## src/inc/isfe_cfg.svh

```systemverilog
// isfe_cfg.svh: register offsets, field positions, reset values and filter timing
// assumes: included by the package and design files by bare name
`ifndef ISFE_CFG_SVH
`define ISFE_CFG_SVH

// control register offset and reset value
`define ISFE_CTRL_ADDR 8'h37
`define ISFE_CTRL_RESET 8'h00
// control register fields
`define ISFE_B_TRIG_BIT 1
`define ISFE_D_TRIG_LO 2
`define ISFE_C_TRIG_LO 4
`define ISFE_A_PIN_SEL_BIT 6
`define ISFE_B_FILT_SEL_BIT 7
// opcode and address areas
`define ISFE_TRAP_OPCODE 8'hff
`define ISFE_SFA_LO 16'h0000
`define ISFE_SFA_HI 16'h003f
`define ISFE_DBA_LO 16'h0f80
`define ISFE_DBA_HI 16'h0fff
// filter stable counts in filter clock periods (fc ticks or fs ticks)
`define ISFE_CNT_AE_FAST 8'h0004
`define ISFE_CNT_B_LONG 8'h003f
`define ISFE_CNT_B_SHORT 8'h000f
`define ISFE_CNT_CD_FAST 8'h0007
`define ISFE_CNT_SLOW 8'h0002
// filter-select change latency in fc periods
`define ISFE_B_SEL_DELAY 7'h40

`endif

```

## src/inc/isfe_pkg.sv

```systemverilog
// isfe_pkg.sv: types of the interrupt source front end
// assumes: isfe_cfg.svh on the include path
`include "isfe_cfg.svh"
package isfe_pkg;
  // trigger selection for the two-bit fields
  typedef enum logic [1:0] {
    isfe_trig_rise_type_e = 2'h0,
    isfe_trig_fall_type_e = 2'h1,
    isfe_trig_both_type_e = 2'h2,
    isfe_trig_high_type_e = 2'h3
  } isfe_trig_type;
  // guard-fetch response state
  typedef enum logic [2:0] {
    isfe_st_idle = 3'b001,
    isfe_st_irq = 3'b010,
    isfe_st_rst = 3'b100
  } isfe_guard_type;
endpackage : isfe_pkg

```

## src/hdl/isfe_filter.sv

```systemverilog
// isfe_filter.sv: one digital noise filter with edge or level detector
// assumes: i_pin already synchronised; i_tick marks one filter clock period
`timescale 1ns/10ps
`include "isfe_cfg.svh"
module isfe_filter #(
  parameter int CW = 8
) (
  // clock and reset
  input wire logic i_clk,
  input wire logic i_reset_n,
  // sample input
  input wire logic i_pin,
  input wire logic i_tick,
  input wire logic [CW-1:0] i_count,
  input wire logic [1:0] i_trig,
  // detected event
  output logic o_event,
  output logic o_level
);
  logic [CW-1:0] stable_cnt;
  logic filt;
  logic filt_q;
  logic armed;

  // count samples that differ from the filtered level; a sample equal to it restarts the window
  always_ff @(posedge i_clk or negedge i_reset_n) begin
    if (!i_reset_n) begin
      stable_cnt <= '0;
    end else if (i_pin == filt) begin
      stable_cnt <= '0;
    end else if (i_tick) begin
      stable_cnt <= stable_cnt + CW'(1);
    end
  end

  // the new level is passed on only after the full stable count
  always_ff @(posedge i_clk or negedge i_reset_n) begin
    if (!i_reset_n) begin
      filt <= 1'b0;
    end else if (i_pin != filt && i_tick && stable_cnt + CW'(1) >= i_count) begin
      filt <= i_pin;
    end
  end

  // previous filtered level for edge detection
  always_ff @(posedge i_clk or negedge i_reset_n) begin
    if (!i_reset_n) begin
      filt_q <= 1'b0;
    end else begin
      filt_q <= filt;
    end
  end

  // level mode is armed only by a rising edge seen after reset
  always_ff @(posedge i_clk or negedge i_reset_n) begin
    if (!i_reset_n) begin
      armed <= 1'b0;
    end else if (filt && !filt_q) begin
      armed <= 1'b1;
    end
  end

  // one-cycle event per detected edge, or per cycle while armed level is high
  always_comb begin
    case (i_trig)
      isfe_pkg::isfe_trig_rise_type_e: o_event = filt && !filt_q;
      isfe_pkg::isfe_trig_fall_type_e: o_event = !filt && filt_q;
      isfe_pkg::isfe_trig_both_type_e: o_event = filt ^ filt_q;
      isfe_pkg::isfe_trig_high_type_e: o_event = filt && armed && filt_q;
      default: o_event = 1'b0;
    endcase
  end
  assign o_level = filt;
endmodule : isfe_filter

```

## src/hdl/isfe_front_end.sv

```systemverilog
// isfe_front_end.sv: interrupt source front end
// assumes: CPU core supplies fetch/decode strobes; enables come from the enable register
// Operation
// - trap opcode execution raises the trap interrupt at once, highest priority
// - fetch from nonexistent address in single-chip mode returns the trap opcode
// - fetch from RAM, data buffer or special function area triggers fetch guard
// - undefined opcode raises bad-opcode interrupt, preempting non-maskable service
// - fetch-guard interrupt is accepted even during non-maskable service
// - guard timer control setting chooses reset output or fetch-guard interrupt
// - five external inputs, each with a digital noise filter
// - shared pin of input a is a port pin until pin-select is 1
// - inputs a and e fall-edge only, reject under 2/fc, accept 7/fc
// - input b accepts 49/fc short filter, 193/fc long filter
// - input b filter-select 0 rejects under 63/fc, 1 under 15/fc
// - input b filter-select change takes effect within 2^6 fc periods
// - inputs c and d reject under 7/fc, accept 25/fc on fc
// - low-speed and sleep modes reject under 1/fs, accept 3.5/fs
// - c and d trigger: 00 rise, 01 fall, 10 both, 11 high level
// - b trigger: 0 rising edge, 1 falling edge
// - requests need master enable, own enable, and a/c extra selects
// - with pin-select 0, input a falling edge leaves its latch clear
// - clean edge sets latch within establishment time plus 6/fs
// - high level on c or d at reset release is still detected; filt resets low, so the filtered rise of that level arms it
// - output changes on shared pins look like input transitions
// - pending latch holds until accepted, reset or instruction clear
`timescale 1ns/10ps
`include "isfe_cfg.svh"
module isfe_front_end #(
  parameter int NUM_EXT = 5,
  parameter int CW = 8
) (
  // clock and reset
  input wire logic i_clk,
  input wire logic i_reset_n,
  // low-frequency tick and slow mode
  input wire logic i_fs_tick,
  input wire logic i_slow_mode,
  // control register port
  input wire logic [7:0] i_reg_addr,
  input wire logic i_reg_wr,
  input wire logic [7:0] i_reg_wdata,
  output logic [7:0] o_reg_rdata,
  // enables from the enable register
  input wire logic i_master_irq_enable,
  input wire logic [NUM_EXT-1:0] i_ext_enable_flag,
  input wire logic i_shared_level_source_select,
  input wire logic i_guard_reset_select,
  // cpu fetch and decode strobes
  input wire logic i_fetch,
  input wire logic [15:0] i_fetch_addr,
  input wire logic i_fetch_exists,
  input wire logic i_single_chip,
  input wire logic [7:0] i_mem_data,
  input wire logic i_exec_valid,
  input wire logic [7:0] i_exec_opcode,
  input wire logic i_exec_undefined,
  input wire logic i_ram_fetch,
  // pending latch acceptance and software clear
  input wire logic [NUM_EXT-1:0] i_ext_accept,
  input wire logic [NUM_EXT-1:0] i_ext_clear,
  // external pins: a, b, c, d, e
  input wire logic [NUM_EXT-1:0] i_ext_pin,
  // outputs
  output logic [7:0] o_fetch_data,
  output logic o_trap_instr_irq,
  output logic o_bad_opcode_irq,
  output logic o_fetch_guard_irq,
  output logic o_guard_reset,
  output logic o_port1_bit0_is_port,
  output logic [NUM_EXT-1:0] o_ext_pending
);

  ////////////////////////////////////////////////////////////////////////////
  // control register
  logic [7:0] ext_irq_control;
  logic ext_a_pin_select;
  logic ext_b_filter_select;
  logic ext_b_filter_eff;
  logic [6:0] sel_delay;

  // register write; reads decode the same address
  always_ff @(posedge i_clk or negedge i_reset_n) begin
    if (!i_reset_n) begin
      ext_irq_control <= `ISFE_CTRL_RESET;
    end else if (i_reg_wr && i_reg_addr == `ISFE_CTRL_ADDR) begin
      ext_irq_control <= i_reg_wdata;
    end
  end
  assign o_reg_rdata = (i_reg_addr == `ISFE_CTRL_ADDR) ?
                       {ext_irq_control[7:1], 1'b0} : 8'h00;
  assign ext_a_pin_select = ext_irq_control[`ISFE_A_PIN_SEL_BIT];
  assign ext_b_filter_select = ext_irq_control[`ISFE_B_FILT_SEL_BIT];
  assign o_port1_bit0_is_port = !ext_a_pin_select;

  // filter-select change is adopted after a fixed delay of 2^6 fc
  always_ff @(posedge i_clk or negedge i_reset_n) begin
    if (!i_reset_n) begin
      sel_delay <= '0;
      ext_b_filter_eff <= 1'b0;
    end else if (ext_b_filter_eff == ext_b_filter_select) begin
      sel_delay <= '0;
    end else if (sel_delay == `ISFE_B_SEL_DELAY - 7'h01) begin
      ext_b_filter_eff <= ext_b_filter_select;
      sel_delay <= '0;
    end else begin
      sel_delay <= sel_delay + 7'h01;
    end
  end

  ////////////////////////////////////////////////////////////////////////////
  // fetch guard and cpu interrupts
  isfe_pkg::isfe_guard_type guard_state;
  logic guarded;

  function automatic logic in_guard(input logic [15:0] a, input logic ram);
    in_guard = ram || (a <= `ISFE_SFA_HI) ||
               (a >= `ISFE_DBA_LO && a <= `ISFE_DBA_HI);
  endfunction : in_guard

  assign guarded = i_fetch && in_guard(i_fetch_addr, i_ram_fetch);

  // nonexistent fetch in single-chip mode returns the trap opcode
  always_ff @(posedge i_clk or negedge i_reset_n) begin
    if (!i_reset_n) begin
      o_fetch_data <= `ISFE_TRAP_OPCODE;
    end else if (i_fetch) begin
      o_fetch_data <= (i_single_chip && !i_fetch_exists) ? `ISFE_TRAP_OPCODE
                      : i_mem_data;
    end
  end

  // trap and bad-opcode requests are immediate; priority resolved downstream
  always_ff @(posedge i_clk or negedge i_reset_n) begin
    if (!i_reset_n) begin
      o_trap_instr_irq <= 1'b0;
      o_bad_opcode_irq <= 1'b0;
    end else begin
      o_trap_instr_irq <= i_exec_valid && i_exec_opcode == `ISFE_TRAP_OPCODE;
      o_bad_opcode_irq <= i_exec_valid && i_exec_undefined;
    end
  end

  // guarded fetch: reset output or interrupt, chosen by the guard timer control
  always_ff @(posedge i_clk or negedge i_reset_n) begin
    if (!i_reset_n) begin
      guard_state <= isfe_pkg::isfe_st_idle;
    end else begin
      case (guard_state)
        isfe_pkg::isfe_st_idle: begin
          if (guarded) begin
            guard_state <= i_guard_reset_select ? isfe_pkg::isfe_st_rst
                                                : isfe_pkg::isfe_st_irq;
          end
        end
        isfe_pkg::isfe_st_irq: guard_state <= isfe_pkg::isfe_st_idle;
        isfe_pkg::isfe_st_rst: guard_state <= isfe_pkg::isfe_st_idle;
        default: guard_state <= isfe_pkg::isfe_st_idle;
      endcase
    end
  end
  // not masked by any service in progress, so it preempts non-maskable work
  assign o_fetch_guard_irq = guard_state == isfe_pkg::isfe_st_irq;
  assign o_guard_reset = guard_state == isfe_pkg::isfe_st_rst;

  ////////////////////////////////////////////////////////////////////////////
  // external inputs: synchronise, filter, detect, latch
  logic [NUM_EXT-1:0] pin_meta;
  logic [NUM_EXT-1:0] pin_sync;
  logic [NUM_EXT-1:0] ext_event;
  logic [NUM_EXT-1:0] ext_allow;
  logic [NUM_EXT-1:0][CW-1:0] cnt_sel;
  logic [NUM_EXT-1:0][1:0] trig_sel;
  logic filt_tick;

  // two-flop synchroniser; output-driven pin changes pass like any input
  always_ff @(posedge i_clk or negedge i_reset_n) begin
    if (!i_reset_n) begin
      pin_meta <= '0;
      pin_sync <= '0;
    end else begin
      pin_meta <= i_ext_pin;
      pin_sync <= pin_meta;
    end
  end

  // fc counts every clock; slow and sleep modes count fs periods
  assign filt_tick = i_slow_mode ? i_fs_tick : 1'b1;

  // per-input stable counts and trigger modes
  always_comb begin
    cnt_sel = '0;
    trig_sel = '0;
    if (i_slow_mode) begin
      cnt_sel[0] = CW'(`ISFE_CNT_SLOW);
      cnt_sel[1] = CW'(`ISFE_CNT_SLOW);
      cnt_sel[2] = CW'(`ISFE_CNT_SLOW);
      cnt_sel[3] = CW'(`ISFE_CNT_SLOW);
      cnt_sel[4] = CW'(`ISFE_CNT_SLOW);
    end else begin
      cnt_sel[0] = CW'(`ISFE_CNT_AE_FAST);
      // long window 63 sits below the 193/fc acceptance, short 15 below 49/fc
      cnt_sel[1] = ext_b_filter_eff ? CW'(`ISFE_CNT_B_SHORT)
                                    : CW'(`ISFE_CNT_B_LONG);
      cnt_sel[2] = CW'(`ISFE_CNT_CD_FAST);
      cnt_sel[3] = CW'(`ISFE_CNT_CD_FAST);
      cnt_sel[4] = CW'(`ISFE_CNT_AE_FAST);
    end
    trig_sel[0] = isfe_pkg::isfe_trig_fall_type_e;
    // input b has only one trigger bit: 0 rising, 1 falling
    trig_sel[1] = ext_irq_control[`ISFE_B_TRIG_BIT] ? isfe_pkg::isfe_trig_fall_type_e
                                                     : isfe_pkg::isfe_trig_rise_type_e;
    trig_sel[2] = ext_irq_control[`ISFE_C_TRIG_LO +: 2];
    trig_sel[3] = ext_irq_control[`ISFE_D_TRIG_LO +: 2];
    trig_sel[4] = isfe_pkg::isfe_trig_fall_type_e;
  end

  // one filter per input
  genvar g;
  generate
    for (g = 0; g < NUM_EXT; g++) begin : g_ext
      isfe_filter #(.CW(CW)) u_filt (
        .i_clk(i_clk),
        .i_reset_n(i_reset_n),
        .i_pin(pin_sync[g]),
        .i_tick(filt_tick),
        .i_count(cnt_sel[g]),
        .i_trig(trig_sel[g]),
        .o_event(ext_event[g]),
        .o_level()
      );
    end
  endgenerate

  // acceptance gating
  always_comb begin
    ext_allow = {NUM_EXT{i_master_irq_enable}} & i_ext_enable_flag;
    ext_allow[0] = ext_allow[0] && ext_a_pin_select;
    ext_allow[2] = ext_allow[2] && i_shared_level_source_select;
  end

  // pending latch: set wins over clear; held until accepted or cleared
  // latency is sync plus filter plus detect, well inside establishment plus 6/fs
  always_ff @(posedge i_clk or negedge i_reset_n) begin
    if (!i_reset_n) begin
      o_ext_pending <= '0;
    end else begin
      o_ext_pending <= (ext_event & ext_allow) |
                       (o_ext_pending & ~(i_ext_accept | i_ext_clear));
    end
  end

  ////////////////////////////////////////////////////////////////////////////
  // assertions
  a_trap_raise: assert property (@(posedge i_clk) disable iff (!i_reset_n)
    i_exec_valid && i_exec_opcode == `ISFE_TRAP_OPCODE |=> o_trap_instr_irq)
    else $error("trap opcode did not raise trap irq");
  a_bad_opcode: assert property (@(posedge i_clk) disable iff (!i_reset_n)
    i_exec_valid && i_exec_undefined |=> o_bad_opcode_irq)
    else $error("undefined opcode missed");
  a_missing_fetch: assert property (@(posedge i_clk) disable iff (!i_reset_n)
    i_fetch && i_single_chip && !i_fetch_exists |=> o_fetch_data == `ISFE_TRAP_OPCODE)
    else $error("nonexistent fetch not trap opcode");
  a_guard_route: assert property (@(posedge i_clk) disable iff (!i_reset_n)
    guarded && guard_state == isfe_pkg::isfe_st_idle |=>
    (o_guard_reset == $past(i_guard_reset_select)) && (o_fetch_guard_irq != o_guard_reset))
    else $error("guard response wrong");
  a_guard_sfa: assert property (@(posedge i_clk) disable iff (!i_reset_n)
    i_fetch && i_fetch_addr <= `ISFE_SFA_HI && guard_state == isfe_pkg::isfe_st_idle
    |=> o_fetch_guard_irq || o_guard_reset)
    else $error("sfa fetch not guarded");
  a_pin_port: assert property (@(posedge i_clk) disable iff (!i_reset_n)
    !ext_a_pin_select |=> !$rose(o_ext_pending[0]))
    else $error("ext a latched while port");
  a_latch_hold: assert property (@(posedge i_clk) disable iff (!i_reset_n)
    o_ext_pending[1] && !i_ext_accept[1] && !i_ext_clear[1] |=> o_ext_pending[1])
    else $error("pending latch dropped");
  a_gate_master: assert property (@(posedge i_clk) disable iff (!i_reset_n)
    !i_master_irq_enable && !o_ext_pending[3] |=> !o_ext_pending[3])
    else $error("latch set without master enable");
  a_sel_delay: assert property (@(posedge i_clk) disable iff (!i_reset_n)
    $changed(ext_b_filter_select) |-> ##[1:64] ext_b_filter_eff == ext_b_filter_select)
    else $error("filter select slow");
  // latch e may only rise from a gated event of the cycle before
  a_set_source: assert property (@(posedge i_clk) disable iff (!i_reset_n)
    $rose(o_ext_pending[4]) |-> $past(ext_event[4] && ext_allow[4]))
    else $error("pending rose without event");
  // an existing fetch passes the memory byte unchanged
  a_fetch_pass: assert property (@(posedge i_clk) disable iff (!i_reset_n)
    i_fetch && i_fetch_exists |=> o_fetch_data == $past(i_mem_data))
    else $error("fetch data not passed");
  c_trap: cover property (@(posedge i_clk) o_trap_instr_irq);
  c_guard_irq: cover property (@(posedge i_clk) o_fetch_guard_irq);
  c_guard_rst: cover property (@(posedge i_clk) o_guard_reset);
  c_ext_b: cover property (@(posedge i_clk) $rose(o_ext_pending[1]));
  c_ext_c_level: cover property (@(posedge i_clk)
    trig_sel[2] == isfe_pkg::isfe_trig_high_type_e && $rose(o_ext_pending[2]));
endmodule : isfe_front_end

```

## config.mk

```make
export PLATFORM = sky130hd
export DESIGN_NAME = isfe_front_end
export DESIGN_NICKNAME = d
export VERILOG_FILES = /design/src/inc/isfe_pkg.sv /design/src/hdl/isfe_filter.sv /design/src/hdl/isfe_front_end.sv
export VERILOG_INCLUDE_DIRS = /design/src /design/src/inc
export SDC_FILE = /design/constraint.sdc
export NUM_CORES = 1
export LEC_CHECK = 0
export ABC_CLOCK_PERIOD_IN_PS = 2500
export BUFFER_PORTS_ARGS = -buffer_cell sky130_fd_sc_hd__buf_4
export CAP_MARGIN = 20
export CELL_PAD_IN_SITES_DETAIL_PLACEMENT = 0
export CELL_PAD_IN_SITES_GLOBAL_PLACEMENT = 1
export CORE_AREA = 2 2 120 122
export DETAILED_ROUTE_END_ITERATION = 7
export DIE_AREA = 0 0 122 124
export PLACE_DENSITY = 0.88
export SLEW_MARGIN = 20
export SYNTH_ARGS = -nofsm -noshare
export SYNTH_HDL_FRONTEND = slang
export SYNTH_HIERARCHICAL = 1
export SYNTH_SLANG_ARGS = --single-unit
```

## constraint.sdc

```tcl
create_clock -name i_clk -period 2.5 [get_ports i_clk]
set_clock_uncertainty 0.1 [all_clocks]
set_input_delay 0.375 -clock i_clk [delete_from_list [all_inputs] [get_ports i_clk]]
set_output_delay 0.375 -clock i_clk [all_outputs]
set_load 0.05 [all_outputs]
```

After elaboration in Yosys (flattened, before gate mapping)

Index checks and enable logic that the tools add are counted.

Bits of input ports: 82
Output and inout port bits: 26
Bits in registers: 97

Bitwise gates (word level): 10
Reductions and logical operators: 53
Magnitude comparators: 8
$add $sub $neg: 6
Equality and inequality tests: 27
Multiplexer cells: 24

Operators with widths:

| operator                                                                 | number |
|---|---|
| 8-bit 2-to-1 mux                                                         | 12 |
| 8-bit by 1-bit adder with 8-bit output (second input constant)           | 5 |
| 35-bit 2-to-1 mux                                                        | 1 |
| 8-bit >= comparator                                                      | 4 |
| 1-bit logical AND                                                        | 32 |
| 16-bit by 12-bit >= comparator with 1-bit output (second input constant) | 1 |
| 16-bit by 12-bit <= comparator with 1-bit output (second input constant) | 1 |
| 16-bit by 6-bit <= comparator with 1-bit output (second input constant)  | 1 |
| 5-bit AND                                                                | 3 |
| 7-bit 2-to-1 mux                                                         | 2 |
| 1-bit case mux with 4 select lines                                       | 3 |
| 1-bit zero test                                                          | 10 |
| 5-bit bitwise OR                                                         | 2 |
| 2-bit nonzero test                                                       | 5 |
| 3-bit 2-to-1 mux                                                         | 3 |
| 2-bit == test (second input constant)                                    | 4 |
| 8-bit by 6-bit == test with 1-bit output (second input constant)         | 1 |
| 8-bit == test (second input constant)                                    | 1 |
| 8-bit by 3-bit >= comparator with 1-bit output                           | 1 |
| 7-bit by 1-bit adder with 7-bit output (second input constant)           | 1 |
| 7-bit by 6-bit == test with 1-bit output (second input constant)         | 1 |
| 1-bit == test                                                            | 6 |
| 2-bit zero test                                                          | 3 |
| 6-bit 2-to-1 mux                                                         | 1 |
| 14 further kinds                                                         | 24 |

Depth between registers and ports, before layout

Gate-level depths: netlist of the first run.

Depth after elaboration: 6
Mapped depth: 9
Depth with buffers taken out: 9

Modules after synthesis

Netlist of the first run, hierarchy kept.

By module, submodules not included:

| module         | area an instance (µm²) | cells an instance | seq. area each (µm²) | times used |
|---|---|---|---|---|
| isfe_filter    | 835.8                  | 90                | 275.3                | 5 |
| isfe_front_end | 1,793.0                | 157               | 1,087.3              | 1 |

Least setup slack after synthesis of the first run

Ideal clock, no wire load.

Path kind: reg-to-output
From: register ext_irq_control[6]
To: output port o_reg_rdata[6]
Slack: -0.137 ns
Buffers on the path: 0
Data required time: 2.025 ns
Data arrival time: 2.162 ns
Stages on the path, launching flop included: 3
Path through: dfrtp_1 inv_1 nor4_1

Word-level cells in the longest chain between the ends: 1

Ends and longest elaborated chain:

| item                     | line                 | RTL |
|---|---|---|
| start: declaration       | isfe_front_end.sv:75 | `logic [7:0] ext_irq_control;` |
| start signal: assignment | isfe_front_end.sv:84 | `` ext_irq_control <= `ISFE_CTRL_RESET; `` |
| start signal: assignment | isfe_front_end.sv:86 | `ext_irq_control <= i_reg_wdata;` |
| 8-bit 2-to-1 mux         | isfe_front_end.sv:89 | `` assign o_reg_rdata = (i_reg_addr == `ISFE_CTRL_ADDR) ? `` |
| end: declaration         | isfe_front_end.sv:42 | `output logic [7:0] o_reg_rdata,` |

Every way passes these cells.

Final worst setup path of the first run

From: register g_ext[1].u_filt.stable_cnt[0]
To: register g_ext[1].u_filt.filt

Word-level cells in the longest chain between the ends: 3

Ends and longest elaborated chain:

| item                                   | line              | RTL |
|---|---|---|
| start: declaration                     | isfe_filter.sv:20 | `logic [CW-1:0] stable_cnt;` |
| start signal: assignment               | isfe_filter.sv:32 | `stable_cnt <= stable_cnt + CW'(1);` |
| 8-bit by 1-bit adder with 8-bit output | isfe_filter.sv:40 | `end else if (i_pin != filt && i_tick && stable_cnt + CW'(1) >= i_count) begin` |
| 8-bit >= comparator                    | isfe_filter.sv:40 |  |
| 1-bit logical AND                      | isfe_filter.sv:40 |  |
| end signal: assignment                 | isfe_filter.sv:41 | `filt <= i_pin;` |
| end: declaration                       | isfe_filter.sv:21 | `logic filt;` |

Every way passes these cells.
A chain may end at the register's enable or synchronous reset.

==> metrics, run 1 <==
Crit path arrival time roughly 2.5 ns; setup TNS 0 ns; total of max-cap violations 0; initial core utilization 0.435; Logic pwr share 0.307; average vias per placed instance between 4 and 5; unrepaired setup endpoints after global routing no; slowest stage delay, CP 0.45 ns; crit-path cells ha_1 > nand2_1 > nor2_1 > xor2_1 > ha_1 > nand3_1 > o211ai_1 > o21bai_1 > mux2_4; CP Max Fanout 6; grt total ovfl 0; TritonCTS clock tree yes; fin. max-slew vios 0; HPWL after DPL 9940 um; most used cell, CP ha_1; sequential-to-total area share from yosys stat 0.413; port bufs 99; WP data required between 2 and 3 ns; Leak 3.54 nW; Total Routed Length around 13000 um; Hold Slack approximately 0.026 ns; post-synth cell types 46; Hold Path Class in2reg; Final min period between 2 and 2.5 ns; initial antenna violation count 0; Fmax achieved 421 MHz; post-route ant nets 0; end point of the worst hold path pin_meta[3]$_DFF_PN0_; num rows 43; Synth Register Bits between 90 and 100; DR iter-0 viols 168; Internal Pwr Total approximately 0.0033 W; Seq pwr share 0.410; DIE AREA 15100 um^2; Rel. slew slack 0.513; worst min-delay path startpoint i_ext_pin[3]; Final Hold Fails 0; worst-margin pin slew around 0.73 ns; Top FF cell, synth dfrtp_1; global-route wire length before repair approximately 22000 um; final period utilization 0.949; most frequent cells in the layout 107 x buf_4, 89 x dfrtp_1, 68 x nor2_1, 50 x ha_1, 49 x inv_1; Worst R2R Start g_ext[1].u_filt/stable_cnt[0]$_DFFE_PN0P_; vias in the first global route ~4800; Synth area leaders dfrtp_1 37%, ha_1 11%, xor2_1 5.6%, nor2_1 4.3%, dfstp_2 4.0%; H-tree depth 3; CTS clk-pin slew, worst paths about 0.070 ns; DRC violations left 0; clock share of power 0.283; P per Cell Area approximately 670 nW/um^2; GR Util All Layers 0.182; layout cell share with drive strength beyond 1 0.221; synthesized cell area between 5000 and 6000 um^2; hold path cells 1; outcome complete, no violations; RR Endpoint g_ext[1].u_filt/o_level$_DFFE_PN0P_; Post-Synthesis Cells 607; DIE HEIGHT about 120 um; EDFF count, synth 0; YS warnings 6; Max VDD drop 0.327 mV; sw frac 0.322; Top Ports roughly 110; CP Capture Type flip-flop; Sink Count between 90 and 100; Die X roughly 120 um; Bufs and invs on worst path 0; Avg WL per Cell approximately 14 um; Worst-Skew Late Latency between 0.3 and 0.4 ns; ys async rst share 1.00; syn avg cell area just under 10 um^2; CTS Root Cell clkbuf_16; area delta synth->final 23.3%; Yosys top cell area share 0.373; diodes inserted 0; Crit Path Class reg2reg; Core Footprint approximately 14000 um^2; r2r worst-path depth 9; largest net degree at the start of global routing 40; fin nets approximately 880; Crit path max-delay family adder cells; TritonRoute pass-1 iters 4; Switching Power 0.00158 W; fill cell count roughly 1200; r2r setup slk around 0.13 ns; vias between 4000 and 5000; commonest non-fill, non-tap cell in the layout buf_4; Max stage delay cell, worst path dfrtp_1; area leader, netlist dfrtp_1; Num CTS Buffers 9; final setup fails 0; CP Launch Type flip-flop; RePlAce Congestion between 0.7 and 0.8; postcts setup bufs 0; clock buffer depth 2
-- power groups by stage --
stage                     clock (W)  sequential [W]  combinational [W]
after floorplan                   0         0.00205            0.00106
after global placement            0         0.00201            0.00144
after detailed placement          0         0.00203            0.00150
after CTS                   0.00143         0.00201            0.00151
after global routing        0.00148         0.00205            0.00168
final                       0.00139         0.00201            0.00150
-- per-stage QoR --
stage / std cells / total power, W / util / worst slack [ns] / area [um^2]
final: 931 / 0.00490 / 0.537 / 0.127 / 7360
after global routing: 931 / 0.00520 / 0.537 / 0.0115 / 7360
after global placement: 914 / 0.00345 / 0.514 / 0.231 / 7060
after CTS: 931 / 0.00495 / 0.537 / 0.121 / 7360
after floorplan: 646 / 0.00310 / - / 0.420 / 6120
after detailed placement: 914 / 0.00354 / 0.514 / 0.137 / 7060
-- cells in the mapped netlist (3+ instances only) --
library cell	instances
nand3_1	46
buf_4	6
nand2_1	29
and2_1	7
xnor2_1	22
and3_1	5
dfstp_2	9
a32o_1	3
clkbuf_1	3
a2111oi_4	5
mux2i_1	10
buf_2	10
nor2_1	68
xor2_1	38
ha_1	51
inv_1	49
dfrtp_1	89
nor4_1	3
nand4_1	18
nor3_1	3
o211ai_1	5
o21a_1	5
or2_2	5
mux2_4	12
o21bai_1	5
o2111ai_1	5
a21oi_1	29
or3_1	16
o21ai_0	27
nand2b_4	5
-- metal layers --
| layer | GRT usage | vias to the layer above | wire length [um] |
|---|---|---|---|
| met4 | 0.0726 | 0 | 264 |
| met3 | 0.0417 | 15 | 671 |
| li1 | - | 2342 | - |
| met2 | 0.318 | 117 | 6260 |
| met1 | 0.217 | 2151 | 5670 |
| met5 | 0 | - | 0 |
-- state kept, by name (all words and copies together) (netlist names) --
| register | cells |
|---|---|
| g_ext.u_filt/stable_cnt | 40 |
| o_fetch_data | 8 |
| ext_irq_control | 7 |
| sel_delay | 7 |
| g_ext.u_filt/armed | 5 |
| g_ext.u_filt/filt_q | 5 |
| g_ext.u_filt/o_level | 5 |
| o_ext_pending | 5 |
| pin_meta | 5 |
| pin_sync | 5 |
| guard_state | 3 |
| ext_b_filter_eff | 1 |
| o_bad_opcode_irq | 1 |
| o_trap_instr_irq | 1 |
-- cell families (layout without fill, tap and decap cells) --
kind of cell / Yosys count / count (layout) / share of synthesized area
AOI/OAI and AO/OA: 89 / 89 / 0.108
xor gates and xnor gates: 60 / 60 / 0.0880
adders and majority gates: 51 / 51 / 0.107
buffers and inverters: 69 / 174 / 0.0505
DFF: 98 / 98 / 0.413
muxes: 23 / 23 / 0.0488
other: 2 / 41 / 0.00126
and+or+nand+nor: 215 / 215 / 0.184
-- area by class of cell --
cell class                 count  area [um^2]  area share
multi-input combinational    479         3360       0.457
sequential                    98         2460       0.335
timing repair buffer         109          833       0.113
clock buffer                   9          225      0.0306
tap                          180          225      0.0306
inverter                      49          184      0.0250
clock inverter                 7         68.8     0.00934
-- worst max path at each step --
stage                                                     end  slack (ns)  depth (start not counted)                                 startpoint
after floorplan           g_ext[0].u_filt/o_level$_DFFE_PN0P_        0.42                          9  g_ext[0].u_filt/stable_cnt[0]$_DFFE_PN0P_
after global placement    g_ext[2].u_filt/o_level$_DFFE_PN0P_        0.23                          8  g_ext[2].u_filt/stable_cnt[0]$_DFFE_PN0P_
after detailed placement  g_ext[1].u_filt/o_level$_DFFE_PN0P_        0.14                          8  g_ext[1].u_filt/stable_cnt[0]$_DFFE_PN0P_
after CTS                 g_ext[1].u_filt/o_level$_DFFE_PN0P_        0.12                          8  g_ext[1].u_filt/stable_cnt[0]$_DFFE_PN0P_
after global routing      g_ext[0].u_filt/o_level$_DFFE_PN0P_        0.01                          9  g_ext[0].u_filt/stable_cnt[0]$_DFFE_PN0P_
final                     g_ext[1].u_filt/o_level$_DFFE_PN0P_        0.13                          9  g_ext[1].u_filt/stable_cnt[0]$_DFFE_PN0P_
-- timing repair --
item                                    in CTS  in global routing
endpoints found under the hold margin       29                  0
endpoints found under the setup margin       0                  1
gates resized for setup                      0                  1
hold buffers                                 1                  0
Power figures use the tool's default switching activity.
==> inputs of run 2 (changes only) <==
- RECOVER_POWER: not set -> 50
- SLEW_MARGIN: 20 -> 10
==> metrics, run 2 (synthesized netlist as in run 1, its figures left out) <==
outcome complete, no violations (unchanged); r2r setup slk 0.13 ns (about the same); clock buffer depth 2 (unchanged); most used cell, CP ha_1 (unchanged); H-tree depth 3 (unchanged); post-route ant nets 0 (unchanged); HPWL after DPL 9940 um (unchanged); Bufs and invs on worst path 0 (unchanged); worst-margin pin slew 1.01 ns (was 0.726 ns); fill cell count 1232 (was 1222); Crit Path Class reg2reg (unchanged); Top Ports 108 (unchanged); area delta synth->final 22.8% (was 23.3%); commonest non-fill, non-tap cell in the layout buf_4 (unchanged); TritonRoute pass-1 iters 4 (unchanged); sw frac 0.323 (was 0.322); initial core utilization 0.435 (unchanged); grt total ovfl 0 (unchanged); Top reg by flops g_ext.u_filt/stable_cnt (unchanged); average vias per placed instance 4.99 (was 4.97); final non-filler cell total 931 (unchanged); layer with the highest usage met2 (unchanged); Crit path max-delay family adder cells (unchanged); largest net degree at the start of global routing 40 (unchanged); M2 GR Usage 0.318 (unchanged); Logic pwr share 0.305 (was 0.307); Core Footprint 13700 um^2 (unchanged); Hold Slack 0.0486 ns (was 0.0260 ns); Worst R2R Start g_ext[1].u_filt/stable_cnt[0]$_DFFE_PN0P_ (unchanged); DIE AREA 15100 um^2 (unchanged); met1 Usage GRT 0.217 (unchanged); CTS Root Cell clkbuf_16 (unchanged); Crit path arrival time 2.50 ns (was 2.51 ns); postcts setup bufs 0 (unchanged); CP Max Fanout 6 (unchanged); Sink Count 98 (unchanged); clock share of power 0.284 (was 0.283); slowest stage delay, CP 0.45 ns (about the same); Avg WL per Cell 13.8 um (about the same); initial antenna violation count 0 (unchanged); Fmax achieved 422 MHz (was 421 MHz); Worst-Skew Late Latency 0.35 ns (about the same); Area after DPL 7060 um^2 (unchanged); CTS clk-pin slew, worst paths 0.07 ns (about the same); setup TNS 0 ns (unchanged); most frequent cells in the layout 91 x buf_4, 89 x dfrtp_1, 68 x nor2_1, 50 x ha_1, 49 x inv_1 (was 107 x buf_4, 89 x dfrtp_1, 68 x nor2_1, 50 x ha_1, 49 x inv_1); Leak 3.51 nW (was 3.54 nW); Max VDD drop 0.327 mV (about the same); Switching Power 0.00158 W (about the same); Largest register FFs 40 (unchanged); CP Launch Type flip-flop (unchanged); hold path cells 1 (unchanged); P per Cell Area 666 nW/um^2 (was 665 nW/um^2); Hold Path Class in2reg (unchanged); RR Endpoint g_ext[1].u_filt/o_level$_DFFE_PN0P_ (unchanged); DP Cell Count 914 (unchanged); DRC violations left 0 (unchanged); total of max-cap violations 0 (unchanged); Final Hold Fails 0 (unchanged); top flop regs g_ext.u_filt/stable_cnt (40), o_fetch_data (8) (unchanged); port bufs 99 (unchanged); final setup fails 0 (unchanged); Seq pwr share 0.411 (was 0.410); vias 4644 (was 4625); Total Routed Length 12900 um (about the same); cell area after layout 7340 um^2 (was 7360 um^2); WP data required 2.64 ns (about the same); GR Util met3 0.0417 (unchanged); final period utilization 0.947 (was 0.949); DIE HEIGHT 124 um (unchanged); CP Capture Type flip-flop (unchanged); vias in the first global route 4768 (unchanged); crit-path cells ha_1 > nand2_1 > nor2_1 > xor2_1 > ha_1 > nand3_1 > o211ai_1 > o21bai_1 > mux2_4 (unchanged); DP Worst Slack 0.137 ns (unchanged); Max stage delay cell, worst path dfrtp_1 (unchanged); Final min period 2.37 ns (about the same); diodes inserted 0 (unchanged); Internal Pwr Total 0.00331 W (was 0.00332 W); num rows 43 (unchanged); end point of the worst hold path pin_meta[3]$_DFF_PN0_ (unchanged); fin. max-slew vios 0 (unchanged); worst min-delay path startpoint i_ext_pin[3] (unchanged); RePlAce Congestion 0.787 (unchanged); TritonCTS clock tree yes (unchanged); DR iter-0 viols 193 (was 168); fin nets 879 (unchanged); r2r worst-path depth 9 (unchanged); global-route wire length before repair 21500 um (unchanged); layout cell share with drive strength beyond 1 0.209 (was 0.221); GR Util All Layers 0.182 (unchanged); unrepaired setup endpoints after global routing no (unchanged); Final WS setup 0.133 ns (was 0.127 ns); Rel. slew slack 0.324 (was 0.513); Num CTS Buffers 9 (unchanged); Die X 122 um (unchanged)
## run 2: changes by cell type in the layout (fill, tap and decap cells not counted), sizes merged
cell / delta
buf: -16
clkbuf: +16
## run 2: per-stage QoR
stage	total power, W	util
6_report	0.00489	0.535
5_1_grt	0.00519	0.535
3_3_place_gp	0.00345	0.514
3_5_place_dp	0.00354	0.514
4_1_cts	0.00495	0.537
2_1_floorplan	0.00310	-
## run 2: power by group through the flow
stage	Clock (W)	Sequential, W	Combinational [W]
finish	0.00139	0.00201	0.00149
global route	0.00148	0.00205	0.00167
CTS	0.00143	0.00201	0.00151
detailed placement	0	0.00203	0.00150
global placement	0	0.00201	0.00144
floorplan	0	0.00205	0.00106
## run 2: per-layer routing
layer | vias up | part of all wire
met2 | 121 | 0.49
met5 | - | 0
met1 | 2167 | 0.44
li1 | 2341 | -
met3 | 15 | 0.053
met4 | 0 | 0.020
## run 2: cell type report
| cell class | instances | area, um^2 | share of cell area |
|---|---|---|---|
| clock buffers | 9 | 225 | 0.0307 |
| clock inverters | 7 | 68.8 | 0.00938 |
| inverters | 49 | 184 | 0.0251 |
| multi-input cells | 479 | 3360 | 0.459 |
| flip-flops and latches | 98 | 2460 | 0.336 |
| well taps | 180 | 225 | 0.0307 |
| repair buffers | 109 | 805 | 0.110 |
## run 2: worst max-delay path by stage
stage	start	slack, ns	endpoint	cells after the start
floorplan	g_ext[0].u_filt/stable_cnt[0]$_DFFE_PN0P_	0.42	g_ext[0].u_filt/o_level$_DFFE_PN0P_	9
global placement	g_ext[2].u_filt/stable_cnt[0]$_DFFE_PN0P_	0.23	g_ext[2].u_filt/o_level$_DFFE_PN0P_	8
detailed placement	g_ext[1].u_filt/stable_cnt[0]$_DFFE_PN0P_	0.14	g_ext[1].u_filt/o_level$_DFFE_PN0P_	8
CTS	g_ext[1].u_filt/stable_cnt[0]$_DFFE_PN0P_	0.12	g_ext[1].u_filt/o_level$_DFFE_PN0P_	8
global route	g_ext[0].u_filt/stable_cnt[0]$_DFFE_PN0P_	0.01	g_ext[0].u_filt/o_level$_DFFE_PN0P_	9
finish	g_ext[1].u_filt/stable_cnt[0]$_DFFE_PN0P_	0.13	g_ext[1].u_filt/o_level$_DFFE_PN0P_	9
## run 2: timing repair
action / in CTS / in global routing
endpoints found under the setup margin: 0 / 1
gates resized for setup: 0 / 1
hold endpoints to repair: 29 / 0
hold buffers: 1 / 0
==> inputs of run 3 (changes only) <==
- ABC_AREA: not set -> 1
- CORE_AREA: 2 2 120 122 -> 2 2 123 125
- DIE_AREA: 0 0 122 124 -> 0 0 125 127
- PLACE_DENSITY: 0.88 -> 0.87
==> metrics, run 3 <==
CTS clk-pin slew, worst paths 0.07 ns (about the same); commonest non-fill, non-tap cell in the layout nand2_1 (was buf_4); CP Launch Type flip-flop (unchanged); num rows 44 (was 43); Die X 125 um (was 122 um); unrepaired setup endpoints after global routing no (unchanged); top flop regs g_ext.u_filt/stable_cnt (40), o_fetch_data (8) (unchanged); Synth area leaders dfrtp_1 38%, nand2_1 11%, ha_1 11%, inv_1 9.0%, nor2_1 4.2% (was dfrtp_1 37%, ha_1 11%, xor2_1 5.6%, nor2_1 4.3%, dfstp_2 4.0%); vias in the first global route 4639 (was 4768); Commonest cells post-synth 174 x nand2_1, 141 x inv_1, 89 x dfrtp_1 (was 89 x dfrtp_1, 68 x nor2_1, 51 x ha_1); Crit Path Class reg2reg (unchanged); vias 4783 (was 4644); Yosys top cell area share 0.377 (was 0.373); Rel. slew slack 0.253 (was 0.324); Num CTS Buffers 9 (unchanged); Synth Register Bits 98 (unchanged); Post-Synthesis Cells 742 (was 607); Final WS setup 0.353 ns (was 0.133 ns); Top Ports 108 (unchanged); post-route ant nets 0 (unchanged); area leader, netlist dfrtp_1 (unchanged); DR iter-0 viols 173 (was 193); CTS hold repair buffers 1 (unchanged); worst-margin pin slew 1.12 ns (was 1.01 ns); fin nets 1026 (was 879); Total Routed Length 11300 um (was 12900 um); fin. max-slew vios 0 (unchanged); largest net degree at the start of global routing 45 (was 40); Sink Count 98 (unchanged); outcome complete, no violations (unchanged); Leak 4.01 nW (was 3.51 nW); syn avg cell area 7.95 um^2 (was 9.84 um^2); synthesized cell area 5900 um^2 (was 5970 um^2); clock buffer depth 2 (unchanged); area delta synth->final 22.9% (was 22.8%); initial antenna violation count 0 (unchanged); Largest register FFs 40 (unchanged); YS warnings 6 (unchanged); Core Footprint 14400 um^2 (was 13700 um^2); GR Util All Layers 0.153 (was 0.182); CP Max Fanout 5 (was 6); most frequent cells in the layout 175 x nand2_1, 141 x inv_1, 89 x dfrtp_1, 86 x buf_4, 67 x nor2_1 (was 91 x buf_4, 89 x dfrtp_1, 68 x nor2_1, 50 x ha_1, 49 x inv_1); CP Capture Type flip-flop (unchanged); port bufs 99 (unchanged); Final Hold Fails 0 (unchanged); H-tree depth 3 (unchanged); Fmax achieved 466 MHz (was 422 MHz); DIE AREA 15900 um^2 (was 15100 um^2); initial core utilization 0.409 (was 0.435); average vias per placed instance 4.42 (was 4.99); grt total ovfl 0 (unchanged); Crit path arrival time 2.27 ns (was 2.50 ns); Hold Path Class in2reg (unchanged); most numerous cell in the Yosys netlist nand2_1 (was dfrtp_1); global-route wire length before repair 20400 um (was 21500 um); DP Worst Slack 0.380 ns (was 0.137 ns); P per Cell Area 644 nW/um^2 (was 666 nW/um^2); Resized Gates After CTS 0 (unchanged); post-synth cell types 30 (was 46); DIE HEIGHT 127 um (was 124 um); sequential-to-total area share from yosys stat 0.417 (was 0.413); Max VDD drop 0.457 mV (was 0.327 mV); WP data required 2.62 ns (was 2.64 ns); Worst-Skew Late Latency 0.34 ns (was 0.35 ns); layout cell share with drive strength beyond 1 0.161 (was 0.209); Top FF cell, synth dfrtp_1 (unchanged); CTS Root Cell clkbuf_16 (unchanged); RePlAce Congestion 0.761 (was 0.787); TritonRoute pass-1 iters 4 (unchanged); setup TNS 0 ns (unchanged); Final min period 2.15 ns (was 2.37 ns); postcts setup bufs 0 (unchanged); Top reg by flops g_ext.u_filt/stable_cnt (unchanged); EDFF count, synth 0 (unchanged); diodes inserted 0 (unchanged); ys async rst share 1.00 (unchanged); total of max-cap violations 0 (unchanged); Avg WL per Cell 10.4 um (was 13.8 um); final setup fails 0 (unchanged); TritonCTS clock tree yes (unchanged); final period utilization 0.859 (was 0.947); HPWL after DPL 8870 um (was 9940 um); DRC violations left 0 (unchanged)
run 3: cell types whose count changed after synthesis, moves of 10 or more:
cell,delta
inv_1,+92
mux2i_1,-10
mux2_4,-12
o22ai_1,+10
xnor2_1,-20
nand2_1,+145
or3_1,-16
xor2_1,-21
a21oi_1,-13
run 3: worst max-delay path, stage by stage (launching register included):
cell and delay [ns]:
dfrtp_1 0.43, ha_1 0.23, nand2_1 0.09, inv_1 0.07, nand4_1 0.09, xor2_1 0.20, inv_1 0.06, ha_1 0.27
nand2_1 0.06, o21a_1 0.18, nand2_1 0.10, nand2_1 0.06, nand2_1 0.05, nand2_1 0.05
run 3: cells by family after synthesis:
family	Yosys count	share of synthesized area
other	2	0.00127
DFF	98	0.417
AOI/OAI and AO/OA	86	0.0897
buffers and inverters	150	0.100
and+or+nand+nor	331	0.241
adders and majority gates	51	0.108
xor gates and xnor gates	24	0.0420
run 3: per-layer routing:
metal,global-route usage,part of all wire,up-vias
met5,0,0,-
met4,0.0549,0.014,0
met3,0.0302,0.046,10
met2,0.255,0.46,92
met1,0.198,0.48,2072
li1,-,-,2609
run 3: where the power goes:
group	switching (W)	internal (W)
sequential	0.000227	0.00185
combinational	0.000781	0.000538
clock	0.000575	0.000703
total	0.00158	0.00309
run 3: area by class of cell:
cell class	instances	area, um^2
clock inverters	4	28.8
well taps	184	230
fillers	1436	7170
flip-flops and latches	98	2460
multi-input cells	536	2970
inverters	146	554
clock buffers	12	246
repair buffers	102	756
run 3: final timing paths:
kind | startpoint | end | slack [ns] | cells past startpoint
worst max-delay path | g_ext[3].u_filt/stable_cnt[0]$_DFFE_PN0P_ | g_ext[3].u_filt/o_level$_DFFE_PN0P_ | 0.35 | 13
worst min-delay path | i_ext_pin[4] | pin_meta[4]$_DFF_PN0_ | 0.06 | 1
worst max register to register | g_ext[3].u_filt/stable_cnt[0]$_DFFE_PN0P_ | g_ext[3].u_filt/o_level$_DFFE_PN0P_ | 0.35 | 13
worst min register to register | pin_meta[4]$_DFF_PN0_ | pin_sync[4]$_DFF_PN0_ | 0.25 | 0
max in group asynchronous | i_reset_n | guard_state[0]$_DFFE_PN1P_ | 0.79 | 3
min in group asynchronous | i_reset_n | sel_delay[3]$_DFF_PN0_ | 0.68 | 2
run 3: stage by stage:
step | hold slack [ns] | area [um^2] | instances | power, W | utilization
6_report | 0.0573 | 7250 | 1082 | 0.00467 | 0.503
5_1_grt | 0.0424 | 7250 | 1082 | 0.00507 | 0.503
4_1_cts | 0.0257 | 7310 | 1082 | 0.00475 | 0.507
3_5_place_dp | 0.240 | 7020 | 1065 | 0.00345 | 0.487
3_3_place_gp | 0.233 | 7020 | 1065 | 0.00342 | 0.487
2_1_floorplan | -0.0206 | 6060 | 784 | 0.00303 | -
